[config.mk]
export PLATFORM = sky130hd
export DESIGN_NAME = iicje_exec
export DESIGN_NICKNAME = d
export VERILOG_FILES = /design/src/hdl/iicje_pkg.sv /design/src/hdl/iicje_flag_unit.sv /design/src/hdl/iicje_exec.sv
export SDC_FILE = /design/constraint.sdc
export NUM_CORES = 1
export LEC_CHECK = 0
export BUFFER_PORTS_ARGS = -buffer_cell sky130_fd_sc_hd__buf_2
export CAP_MARGIN = 30
export CELL_PAD_IN_SITES_DETAIL_PLACEMENT = 0
export CELL_PAD_IN_SITES_GLOBAL_PLACEMENT = 1
export CORE_MARGIN = 4
export CORE_UTILIZATION = 41
export DETAILED_ROUTE_END_ITERATION = 10
export GPL_ROUTABILITY_DRIVEN = 0
export PLACE_DENSITY_LB_ADDON = 0.1
export SLEW_MARGIN = 30
export SYNTH_ARGS = -nofsm -noshare
export SYNTH_HDL_FRONTEND = slang
export SYNTH_SLANG_ARGS = --single-unit
[constraint.sdc]
create_clock -name clk_sys_i -period 7.2 [get_ports clk_sys_i]
set_input_delay 1.44 -clock clk_sys_i [delete_from_list [all_inputs] [get_ports clk_sys_i]]
set_output_delay 1.44 -clock clk_sys_i [all_outputs]
set_load 0.05 [all_outputs]
[src/hdl/iicje_pkg.sv]
package iicje_pkg;

  // Operation codes presented with each executed instruction
  typedef enum logic [3:0] {
    IICJE_OP_NOP     = 4'b0000,
    IICJE_OP_INC     = 4'b0001,
    IICJE_OP_DOUBLE_INCREMENT_OP    = 4'b0010,
    IICJE_OP_INV     = 4'b0011,
    IICJE_OP_JC      = 4'b0100,
    IICJE_OP_JZ      = 4'b0101,
    IICJE_OP_JGE     = 4'b0110,
    IICJE_OP_JL      = 4'b0111,
    IICJE_OP_INTERRUPT_ENABLE_OP    = 4'b1000,
    IICJE_OP_DINT    = 4'b1001,
    IICJE_OP_CLRV    = 4'b1010,
    IICJE_OP_LOAD_SR = 4'b1011
  } iicje_op_type;

  localparam int unsigned IICJE_DATA_W = 16;
  localparam int unsigned IICJE_PC_W   = 20;
  localparam int unsigned IICJE_OFFS_W = 10;

  // Status register bit positions used by the load operation
  localparam int unsigned IICJE_SR_C      = 0;
  localparam int unsigned IICJE_SR_Z      = 1;
  localparam int unsigned IICJE_SR_N      = 2;
  localparam int unsigned IICJE_SR_GIE    = 3;
  localparam int unsigned IICJE_SR_CORE_HALT_BIT = 4;
  localparam int unsigned IICJE_SR_OSCILLATOR_OFF_BIT = 5;
  localparam int unsigned IICJE_SR_V      = 8;

  // Operand values that decide the flags
  localparam logic [15:0] IICJE_WORD_ONES   = 16'hFFFF;
  localparam logic [15:0] IICJE_WORD_ONES_1 = 16'hFFFE;
  localparam logic [15:0] IICJE_WORD_SMAX   = 16'h7FFF;
  localparam logic [15:0] IICJE_WORD_SMAX_1 = 16'h7FFE;
  localparam logic [7:0]  IICJE_BYTE_ONES   = 8'hFF;
  localparam logic [7:0]  IICJE_BYTE_ONES_1 = 8'hFE;
  localparam logic [7:0]  IICJE_BYTE_SMAX   = 8'h7F;
  localparam logic [7:0]  IICJE_BYTE_SMAX_1 = 8'h7E;
  localparam logic [15:0] IICJE_STEP_ONE    = 16'h0001;
  localparam logic [15:0] IICJE_STEP_TWO    = 16'h0002;

  // Values after reset
  localparam logic [15:0] IICJE_RESULT_RST  = 16'h0000;
  localparam logic [19:0] IICJE_PC_RST      = 20'h0_0000;

endpackage

[src/hdl/iicje_flag_unit.sv]
`timescale 1ns/10ps
module iicje_flag_unit
  import iicje_pkg::*;
(
  input  wire logic        op_inc_i,
  input  wire logic        op_double_increment_op_i,
  input  wire logic        byte_mode_i,
  input  wire logic [15:0] dst_i,
  output logic      [15:0] result_o,
  output logic             flag_n_o,
  output logic             flag_z_o,
  output logic             flag_c_o,
  output logic             flag_v_o
);

  wire logic [15:0] sum_one;
  wire logic [15:0] sum_two;
  wire logic [15:0] raw_res;
  wire logic        is_ones;
  wire logic        is_ones_1;
  wire logic        is_smax;
  wire logic        is_smax_1;
  wire logic        old_msb;
  wire logic        res_zero;

  assign sum_one = dst_i + IICJE_STEP_ONE;
  assign sum_two = dst_i + IICJE_STEP_TWO;
  assign raw_res = op_inc_i ? sum_one : (op_double_increment_op_i ? sum_two : ~dst_i);

  // Byte forms write a zero upper byte, as a register destination would hold
  assign result_o = byte_mode_i ? {8'h00, raw_res[7:0]} : raw_res;

  assign is_ones   = byte_mode_i ? (dst_i[7:0] == IICJE_BYTE_ONES)   : (dst_i == IICJE_WORD_ONES);
  assign is_ones_1 = byte_mode_i ? (dst_i[7:0] == IICJE_BYTE_ONES_1) : (dst_i == IICJE_WORD_ONES_1);
  assign is_smax   = byte_mode_i ? (dst_i[7:0] == IICJE_BYTE_SMAX)   : (dst_i == IICJE_WORD_SMAX);
  assign is_smax_1 = byte_mode_i ? (dst_i[7:0] == IICJE_BYTE_SMAX_1) : (dst_i == IICJE_WORD_SMAX_1);
  assign old_msb   = byte_mode_i ? dst_i[7] : dst_i[15];
  assign res_zero  = (result_o == IICJE_RESULT_RST);

  assign flag_n_o = byte_mode_i ? result_o[7] : result_o[15];

  // Increment Z, C and V are taken from the old value, not from the wrapped sum; invert Z and C come from the result
  assign flag_z_o = op_inc_i  ? is_ones :
                    op_double_increment_op_i ? is_ones_1 :
                                res_zero;
  assign flag_c_o = op_inc_i  ? is_ones :
                    op_double_increment_op_i ? (is_ones | is_ones_1) :
                                ~res_zero;
  assign flag_v_o = op_inc_i  ? is_smax :
                    op_double_increment_op_i ? (is_smax | is_smax_1) :
                                old_msb;

endmodule

[src/hdl/iicje_exec.sv]
`timescale 1ns/10ps
// Summary of operation
// - After interrupt enable, the next instruction runs before any interrupt is serviced.
// - Increment adds one to the operand in word or byte width, writes back.
// - Increment sets Z and C only when old operand was all ones.
// - Word increment sets V only when old operand was 7FFFh.
// - Increment, double increment and invert copy result top bit into N.
// - Invert complements every bit of the operand at its width.
// - Invert sets C exactly when the result is nonzero.
// - Invert sets V when the old operand was negative.
// - These operations leave oscillator off, core halt and interrupt enable alone.
// - Conditional jumps never change N, Z, C or V.
// - Taken jump adds twice the sign extended 10-bit offset to PC.
// - Jump if carry branches when C is one, otherwise falls through.
// - Jump if zero branches when Z is one, otherwise falls through.
// - Signed greater or equal jump branches when N equals V.
// - Logic, bit test, shift, sign extend and test operations clear V.
module iicje_exec
  import iicje_pkg::*;
(
  input  wire logic         clk_sys_i,
  input  wire logic         rst_i,
  input  wire logic         exec_valid_i,
  input  wire iicje_op_type op_i,
  input  wire logic         byte_mode_i,
  input  wire logic [15:0]  dst_data_i,
  input  wire logic [9:0]   jump_offset_i,
  input  wire logic [19:0]  next_pc_i,
  input  wire logic         ext_n_i,
  input  wire logic         ext_z_i,
  input  wire logic         ext_c_i,
  input  wire logic         irq_pending_i,
  output logic      [15:0]  result_o,
  output logic              result_we_o,
  output logic      [19:0]  pc_o,
  output logic              pc_load_o,
  output logic              flag_n_o,
  output logic              flag_z_o,
  output logic              flag_c_o,
  output logic              flag_v_o,
  output logic              global_irq_enable_bit_o,
  output logic              oscillator_off_bit_o,
  output logic              core_halt_bit_o,
  output logic              irq_accept_o
);

  logic [15:0] result_ff;
  logic        result_we_ff;
  logic [19:0] pc_ff;
  logic        pc_load_ff;
  logic        n_ff;
  logic        z_ff;
  logic        c_ff;
  logic        v_ff;
  logic        gie_ff;
  logic        oscillator_off_bit_ff;
  logic        core_halt_bit_ff;
  logic        irq_hold_ff;

  wire logic        is_inc;
  wire logic        is_double_increment_op;
  wire logic        is_inv;
  wire logic        is_arith;
  wire logic        is_jump;
  wire logic        is_interrupt_enable_op;
  wire logic        is_dint;
  wire logic        is_clrv;
  wire logic        is_load;
  wire logic        jump_cond;
  wire logic        jump_taken;
  wire logic [19:0] jump_disp;
  wire logic [19:0] jump_target;
  wire logic [15:0] alu_res;
  wire logic        alu_n;
  wire logic        alu_z;
  wire logic        alu_c;
  wire logic        alu_v;

  logic [15:0] nxt_result;
  logic        nxt_result_we;
  logic [19:0] nxt_pc;
  logic        nxt_pc_load;
  logic        nxt_n;
  logic        nxt_z;
  logic        nxt_c;
  logic        nxt_v;
  logic        nxt_gie;
  logic        nxt_oscillator_off_bit;
  logic        nxt_core_halt_bit;
  logic        nxt_irq_hold;

  assign is_inc   = exec_valid_i && (op_i == IICJE_OP_INC);
  assign is_double_increment_op  = exec_valid_i && (op_i == IICJE_OP_DOUBLE_INCREMENT_OP);
  assign is_inv   = exec_valid_i && (op_i == IICJE_OP_INV);
  assign is_arith = is_inc || is_double_increment_op || is_inv;
  assign is_jump  = exec_valid_i && ((op_i == IICJE_OP_JC) || (op_i == IICJE_OP_JZ) ||
                                     (op_i == IICJE_OP_JGE) || (op_i == IICJE_OP_JL));
  assign is_interrupt_enable_op  = exec_valid_i && (op_i == IICJE_OP_INTERRUPT_ENABLE_OP);
  assign is_dint  = exec_valid_i && (op_i == IICJE_OP_DINT);
  assign is_clrv  = exec_valid_i && (op_i == IICJE_OP_CLRV);
  assign is_load  = exec_valid_i && (op_i == IICJE_OP_LOAD_SR);

  // Conditions look at the flags held now, so a jump sees the previous instruction's result
  assign jump_cond = (op_i == IICJE_OP_JC)  ? c_ff :
                     (op_i == IICJE_OP_JZ)  ? z_ff :
                     (op_i == IICJE_OP_JGE) ? ~(n_ff ^ v_ff) :
                                              (n_ff ^ v_ff);
  assign jump_taken = is_jump && jump_cond;

  // Offset counts words; the low address bit is always zero
  assign jump_disp   = {{9{jump_offset_i[9]}}, jump_offset_i, 1'b0};
  assign jump_target = next_pc_i + jump_disp;

  // An interrupt is only taken between instructions, never in an execute cycle
  assign irq_accept_o = gie_ff && irq_pending_i && !irq_hold_ff && !exec_valid_i;

  iicje_flag_unit u_flag_unit (
    .op_inc_i    (is_inc),
    .op_double_increment_op_i   (is_double_increment_op),
    .byte_mode_i (byte_mode_i),
    .dst_i       (dst_data_i),
    .result_o    (alu_res),
    .flag_n_o    (alu_n),
    .flag_z_o    (alu_z),
    .flag_c_o    (alu_c),
    .flag_v_o    (alu_v)
  );

  always_comb
  begin
    nxt_result    = result_ff;
    nxt_result_we = 1'b0;
    nxt_pc        = pc_ff;
    nxt_pc_load   = 1'b0;
    nxt_n         = n_ff;
    nxt_z         = z_ff;
    nxt_c         = c_ff;
    nxt_v         = v_ff;
    nxt_gie       = gie_ff;
    nxt_oscillator_off_bit    = oscillator_off_bit_ff;
    nxt_core_halt_bit    = core_halt_bit_ff;
    nxt_irq_hold  = irq_hold_ff;
    if (exec_valid_i)
    begin
      // Any executed instruction ends the shadow; enabling again reopens it
      nxt_irq_hold = is_interrupt_enable_op;
      nxt_pc       = next_pc_i;
      case (op_i)
        IICJE_OP_INC, IICJE_OP_DOUBLE_INCREMENT_OP, IICJE_OP_INV:
        begin
          // Mode bits are deliberately not touched here
          nxt_result    = alu_res;
          nxt_result_we = 1'b1;
          nxt_n         = alu_n;
          nxt_z         = alu_z;
          nxt_c         = alu_c;
          nxt_v         = alu_v;
        end
        IICJE_OP_JC, IICJE_OP_JZ, IICJE_OP_JGE, IICJE_OP_JL:
        begin
          // Flags and mode bits hold whether or not the branch is taken
          nxt_pc      = jump_taken ? jump_target : next_pc_i;
          nxt_pc_load = jump_taken;
        end
        IICJE_OP_INTERRUPT_ENABLE_OP:
          nxt_gie = 1'b1;
        IICJE_OP_DINT:
          nxt_gie = 1'b0;
        IICJE_OP_CLRV:
        begin
          nxt_n = ext_n_i;
          nxt_z = ext_z_i;
          nxt_c = ext_c_i;
          nxt_v = 1'b0;
        end
        IICJE_OP_LOAD_SR:
        begin
          nxt_c      = dst_data_i[IICJE_SR_C];
          nxt_z      = dst_data_i[IICJE_SR_Z];
          nxt_n      = dst_data_i[IICJE_SR_N];
          nxt_gie    = dst_data_i[IICJE_SR_GIE];
          nxt_core_halt_bit = dst_data_i[IICJE_SR_CORE_HALT_BIT];
          nxt_oscillator_off_bit = dst_data_i[IICJE_SR_OSCILLATOR_OFF_BIT];
          nxt_v      = dst_data_i[IICJE_SR_V];
        end
        default:
          nxt_pc = next_pc_i;
      endcase
    end
  end

  always_ff @(posedge clk_sys_i)
  begin
    if (rst_i)
    begin
      result_ff    <= IICJE_RESULT_RST;
      result_we_ff <= 1'b0;
      pc_ff        <= IICJE_PC_RST;
      pc_load_ff   <= 1'b0;
      n_ff         <= 1'b0;
      z_ff         <= 1'b0;
      c_ff         <= 1'b0;
      v_ff         <= 1'b0;
      gie_ff       <= 1'b0;
      oscillator_off_bit_ff    <= 1'b0;
      core_halt_bit_ff    <= 1'b0;
      irq_hold_ff  <= 1'b0;
    end
    else
    begin
      result_ff    <= nxt_result;
      result_we_ff <= nxt_result_we;
      pc_ff        <= nxt_pc;
      pc_load_ff   <= nxt_pc_load;
      n_ff         <= nxt_n;
      z_ff         <= nxt_z;
      c_ff         <= nxt_c;
      v_ff         <= nxt_v;
      gie_ff       <= nxt_gie;
      oscillator_off_bit_ff    <= nxt_oscillator_off_bit;
      core_halt_bit_ff    <= nxt_core_halt_bit;
      irq_hold_ff  <= nxt_irq_hold;
    end
  end

  assign result_o                = result_ff;
  assign result_we_o             = result_we_ff;
  assign pc_o                    = pc_ff;
  assign pc_load_o               = pc_load_ff;
  assign flag_n_o                = n_ff;
  assign flag_z_o                = z_ff;
  assign flag_c_o                = c_ff;
  assign flag_v_o                = v_ff;
  assign global_irq_enable_bit_o = gie_ff;
  assign oscillator_off_bit_o    = oscillator_off_bit_ff;
  assign core_halt_bit_o         = core_halt_bit_ff;
endmodule

==> impl_summary.md <==
Run status
The flow ran to the end, and the final reports show no timing, DRC or antenna violations.

Pwr
Dividing total power by cell area gives a power density of 168.8 mW/mm2. The design draws 717.9 uW. The share of total power dissipated in the clock network is 0.290. The worst supply voltage drop on vdd is 0.1126 mV. The share of total power dissipated in sequential elements is 0.382. The power dissipated by switching net loads is about 260 uW. The analysis attributes to cell leakage a power of between 0.0015 and 0.002 uW. The internal portion of the total power is 456.7 uW.

Of the total power, combinational logic draws 0.328. Of the total power, the share spent switching nets is 0.3639.

Synth
The synthesized cell area is 0.003577 mm2. The number of different library cells in the post-synthesis netlist is 57. Of the post-synthesis cell area, the dominant cell type holds 0.2574. The post-synth net total is about 550.

For this run, the leading register cell type out of synthesis is sky130_fd_sc_hd__dfxtp_1. For this run, the number of Yosys warnings is 0. Sorting the synthesized cells by area gives the leading types as sky130_fd_sc_hd__dfxtp_1, sky130_fd_sc_hd__ha_1, sky130_fd_sc_hd__nor2_1. The share of the Yosys chip area taken by registers is 0.2574. The proportion of register bits with asynchronous set or reset after synthesis is 0.

The library cell with the largest summed area after synthesis is sky130_fd_sc_hd__dfxtp_1. sky130_fd_sc_hd__nor2_1 is the most common cell in the netlist. The post-synthesis average cell area is 7.676 um2. The number of standard cells after synthesis is 466.

The synthesized design contains 46 register bits. Counting flops with a built-in enable in the synthesized netlist gives 0. By count the netlist is led by sky130_fd_sc_hd__nor2_1, sky130_fd_sc_hd__dfxtp_1, sky130_fd_sc_hd__nand2_1.

Route
The post-route met1 wirelength is 4.482 mm. Across all layers, the routed design uses between 3000 and 4000 vias. The detailed-route vias per instance is 5.579.

The length of the first detailed-routing pass in iterations is 4. The total detailed-routing wirelength is 10.18 mm. In this run the remaining antenna-violating nets after routing total 0.

The detailed router used layers up to and including met4. In the final routed layout, each cell accounts on average for 15.47 um. In the detailed route, the total length drawn on met2 is 5.015 mm.

After the first detailed-routing iteration, the DRC count stood at 127. The remaining routing DRC violations is 0. The routed wire length on met3 is about 530 um.

Layout
At the end of the flow the core is filled with cells to 0.5099. The count of fill cells added during filler insertion is around 860. The final design instance area without fill is 0.004253 mm2.

The share of final-layout standard cells stronger than drive strength 1 is 0.2333. At the end of the flow, the number of nets in the layout was approximately 630. Summing all multi-input logic gate instances after layout gives around 0.0025 mm2.

The total inserted antenna cells is 0. The storage element area is 920.9 um2. The post-synthesis to final-layout area growth is 18.89%.

Clock tree
The H-tree generated during clock tree synthesis spans 2 levels. For the worst-skew pair, the clock arrives at the later sink with an insertion delay of 0.30 ns. The post-CTS clock slew at the launch and capture registers of the worst setup and hold paths is 0.10 ns. The number of resized instances in the post-cts repair step is 0. The post-CTS setup buffer count is 0. TritonCTS built the clock tree. The TritonCTS buffer count is 5. The tree is rooted in a sky130_fd_sc_hd__clkbuf_8. The clock passes through at most 2 buffers. CTS saw 46 sinks. The number of hold buffers added after CTS is 0.

Flow run
The tool flagged a number of max-cap violations equal to 0.

Worst setup path
The classification of the worst setup path is input port to flip-flop. The endpoint type of the worst setup path is a flip-flop. The worst setup path is launched from an input port. In this run the critical register-to-register path is launched from flag_n_o. Of all nets on the critical path, the largest fanout is 3.

The most critical setup path has its startpoint at jump_offset_i[0]. The data required time of the worst path is 7.40 ns. The data arrival time of the worst path is between 4 and 5 ns.

Floorplanning
The top-level port count is between 100 and 150. The starting density of the core is 0.4289. The floorplan die area is between 0.01 and 0.015 mm2. The die is 101.4 um wide. The floorplan row count is 33. The standard cell core area is 0.008341 mm2. From bottom edge to top edge, the die measures 101.4 um.

Placement
The total cell area at the placement stage is 0.004133 mm2. After legalization and detailed placement, the total HPWL measured approximately 7.7 mm. The worst slack after detailed placement is 2.619 ns. In this run the tool buffered the top-level ports with between 100 and 150 buffer cells.

Timing
Setup violations remaining at the end of the flow were counted as 0. The maximum clock rate is roughly 0.24 GHz. The setup slack of the critical path after layout is ~3.0 ns.

The max-slew violation total from the final report came to 0. The total negative setup slack is 0 ns. Measured against its own limit, the worst slew margin works out to 0.3760. For the final database, setup skew stands at around 0.0052 ns. The shortest period the worst path allows is approximately 4.2 ns. The hold violation total from the final report is 0.

Dividing the final minimum period by the clock period gives 0.5887. The measured slew at the worst slew-check pin is 0.9360 ns. Setup repair after global routing left no endpoint under its margin.

Global route
The global route total overflow is 0. Entering global routing, the biggest net connects 47 pins. The initial antenna violation count came to 0.

The first global-routing pass estimated ~17 mm of wire. The via count of the first global-routing pass came to 3584. Across every metal layer, demand over resource in global routing totals 0.1997.

Worst hold path
The startpoint identified for the worst hold timing path is result_o[1]. The worst hold path class is flip-flop to flip-flop.
## critical path, stage by stage
cell	delay, ns
sky130_fd_sc_hd__buf_2	0.10
sky130_fd_sc_hd__ha_1	0.21
sky130_fd_sc_hd__fa_1	0.43
sky130_fd_sc_hd__a211oi_1	0.30
sky130_fd_sc_hd__o21bai_1	0.17
sky130_fd_sc_hd__a221oi_1	0.43
sky130_fd_sc_hd__o21ai_1	0.17
sky130_fd_sc_hd__o21ai_1	0.24
sky130_fd_sc_hd__mux2_2	0.38
sky130_fd_sc_hd__o31ai_1	0.21
sky130_fd_sc_hd__or3b_1	0.35
## per-stage QoR
stage | hold WS [ns] | instances
6_report | 0.4552 | 658
3_5_place_dp | 0.4442 | 650
4_1_cts | 0.4575 | 658
3_3_place_gp | 0.4407 | 650
5_1_grt | 0.4820 | 658
2_1_floorplan | 0.4513 | 466
## layer usage
layer  global-route usage  vias up
met2               0.3476      103
met5                    0        -
met3              0.03030       12
met4              0.05930        0
met1               0.2545     1691
li1                     -     1865
## kinds of logic after synthesis
family	synth area share
AOI/OAI and AO/OA	0.2560
xor gates and xnor gates	0.05876
adders and majority gates	0.07905
buffers and inverters	0.04442
DFF	0.2574
muxes	0.06471
and+or+nand+nor	0.2396
## state kept, by name (all words and copies together), names as in the netlist
signal / cells
pc_o: 20
global_irq_enable_bit_o: 1
pc_load_o: 1
result_o: 16
core_halt_bit_o: 1
irq_hold_ff: 1
flag_n_o: 1
oscillator_off_bit_o: 1
flag_v_o: 1
flag_c_o: 1
flag_z_o: 1
result_we_o: 1
## area by class of cell
cell class | count | share of cell area
Clock buffer | 5 | 0.01618
Clock inverter | 3 | 0.01147
Inverter | 14 | 0.01236
Multi-Input combinational cell | 381 | 0.5896
Sequential cell | 46 | 0.2165
Tap cell | 105 | 0.03089
Timing Repair Buffer | 104 | 0.1230
## power groups by stage
stage | clock network [uW] | logic [uW] | registers (uW)
2_1_floorplan | 0 | 128 | 325
3_5_place_dp | 0 | 235 | 280
4_1_cts | 218 | 236 | 275
6_report | 208 | 235 | 275
3_3_place_gp | 0 | 234 | 280
5_1_grt | 228 | 261 | 276
## final timing paths
kind                  to  slack (ns)  depth (start not counted)
max             pc_o[19]        2.96                         11
min          result_o[1]        0.46                          2
max reg2reg     pc_o[19]        5.20                          7
min reg2reg  result_o[1]        0.46                          2
## cell usage in the layout (no fill, tap or decap), drive strengths merged, types with 4 or more instances in the layout
cell	n
clkbuf	5
nand3b	4
nor2b	6
and3	8
nand3	13
xor2	4
ha	21
nand4	5
xnor2	20
dfxtp	46
o21a	4
nor2	65
mux2i	22
o21ai	22
inv	15
buf	104
a21oi	39
nand2	39
nand2b	11
o31ai	6
and2	4
or3	4
a311oi	7
nor3	10
a21o	5
a211oi	22
Note: power is estimated with default switching activity, not from simulation.
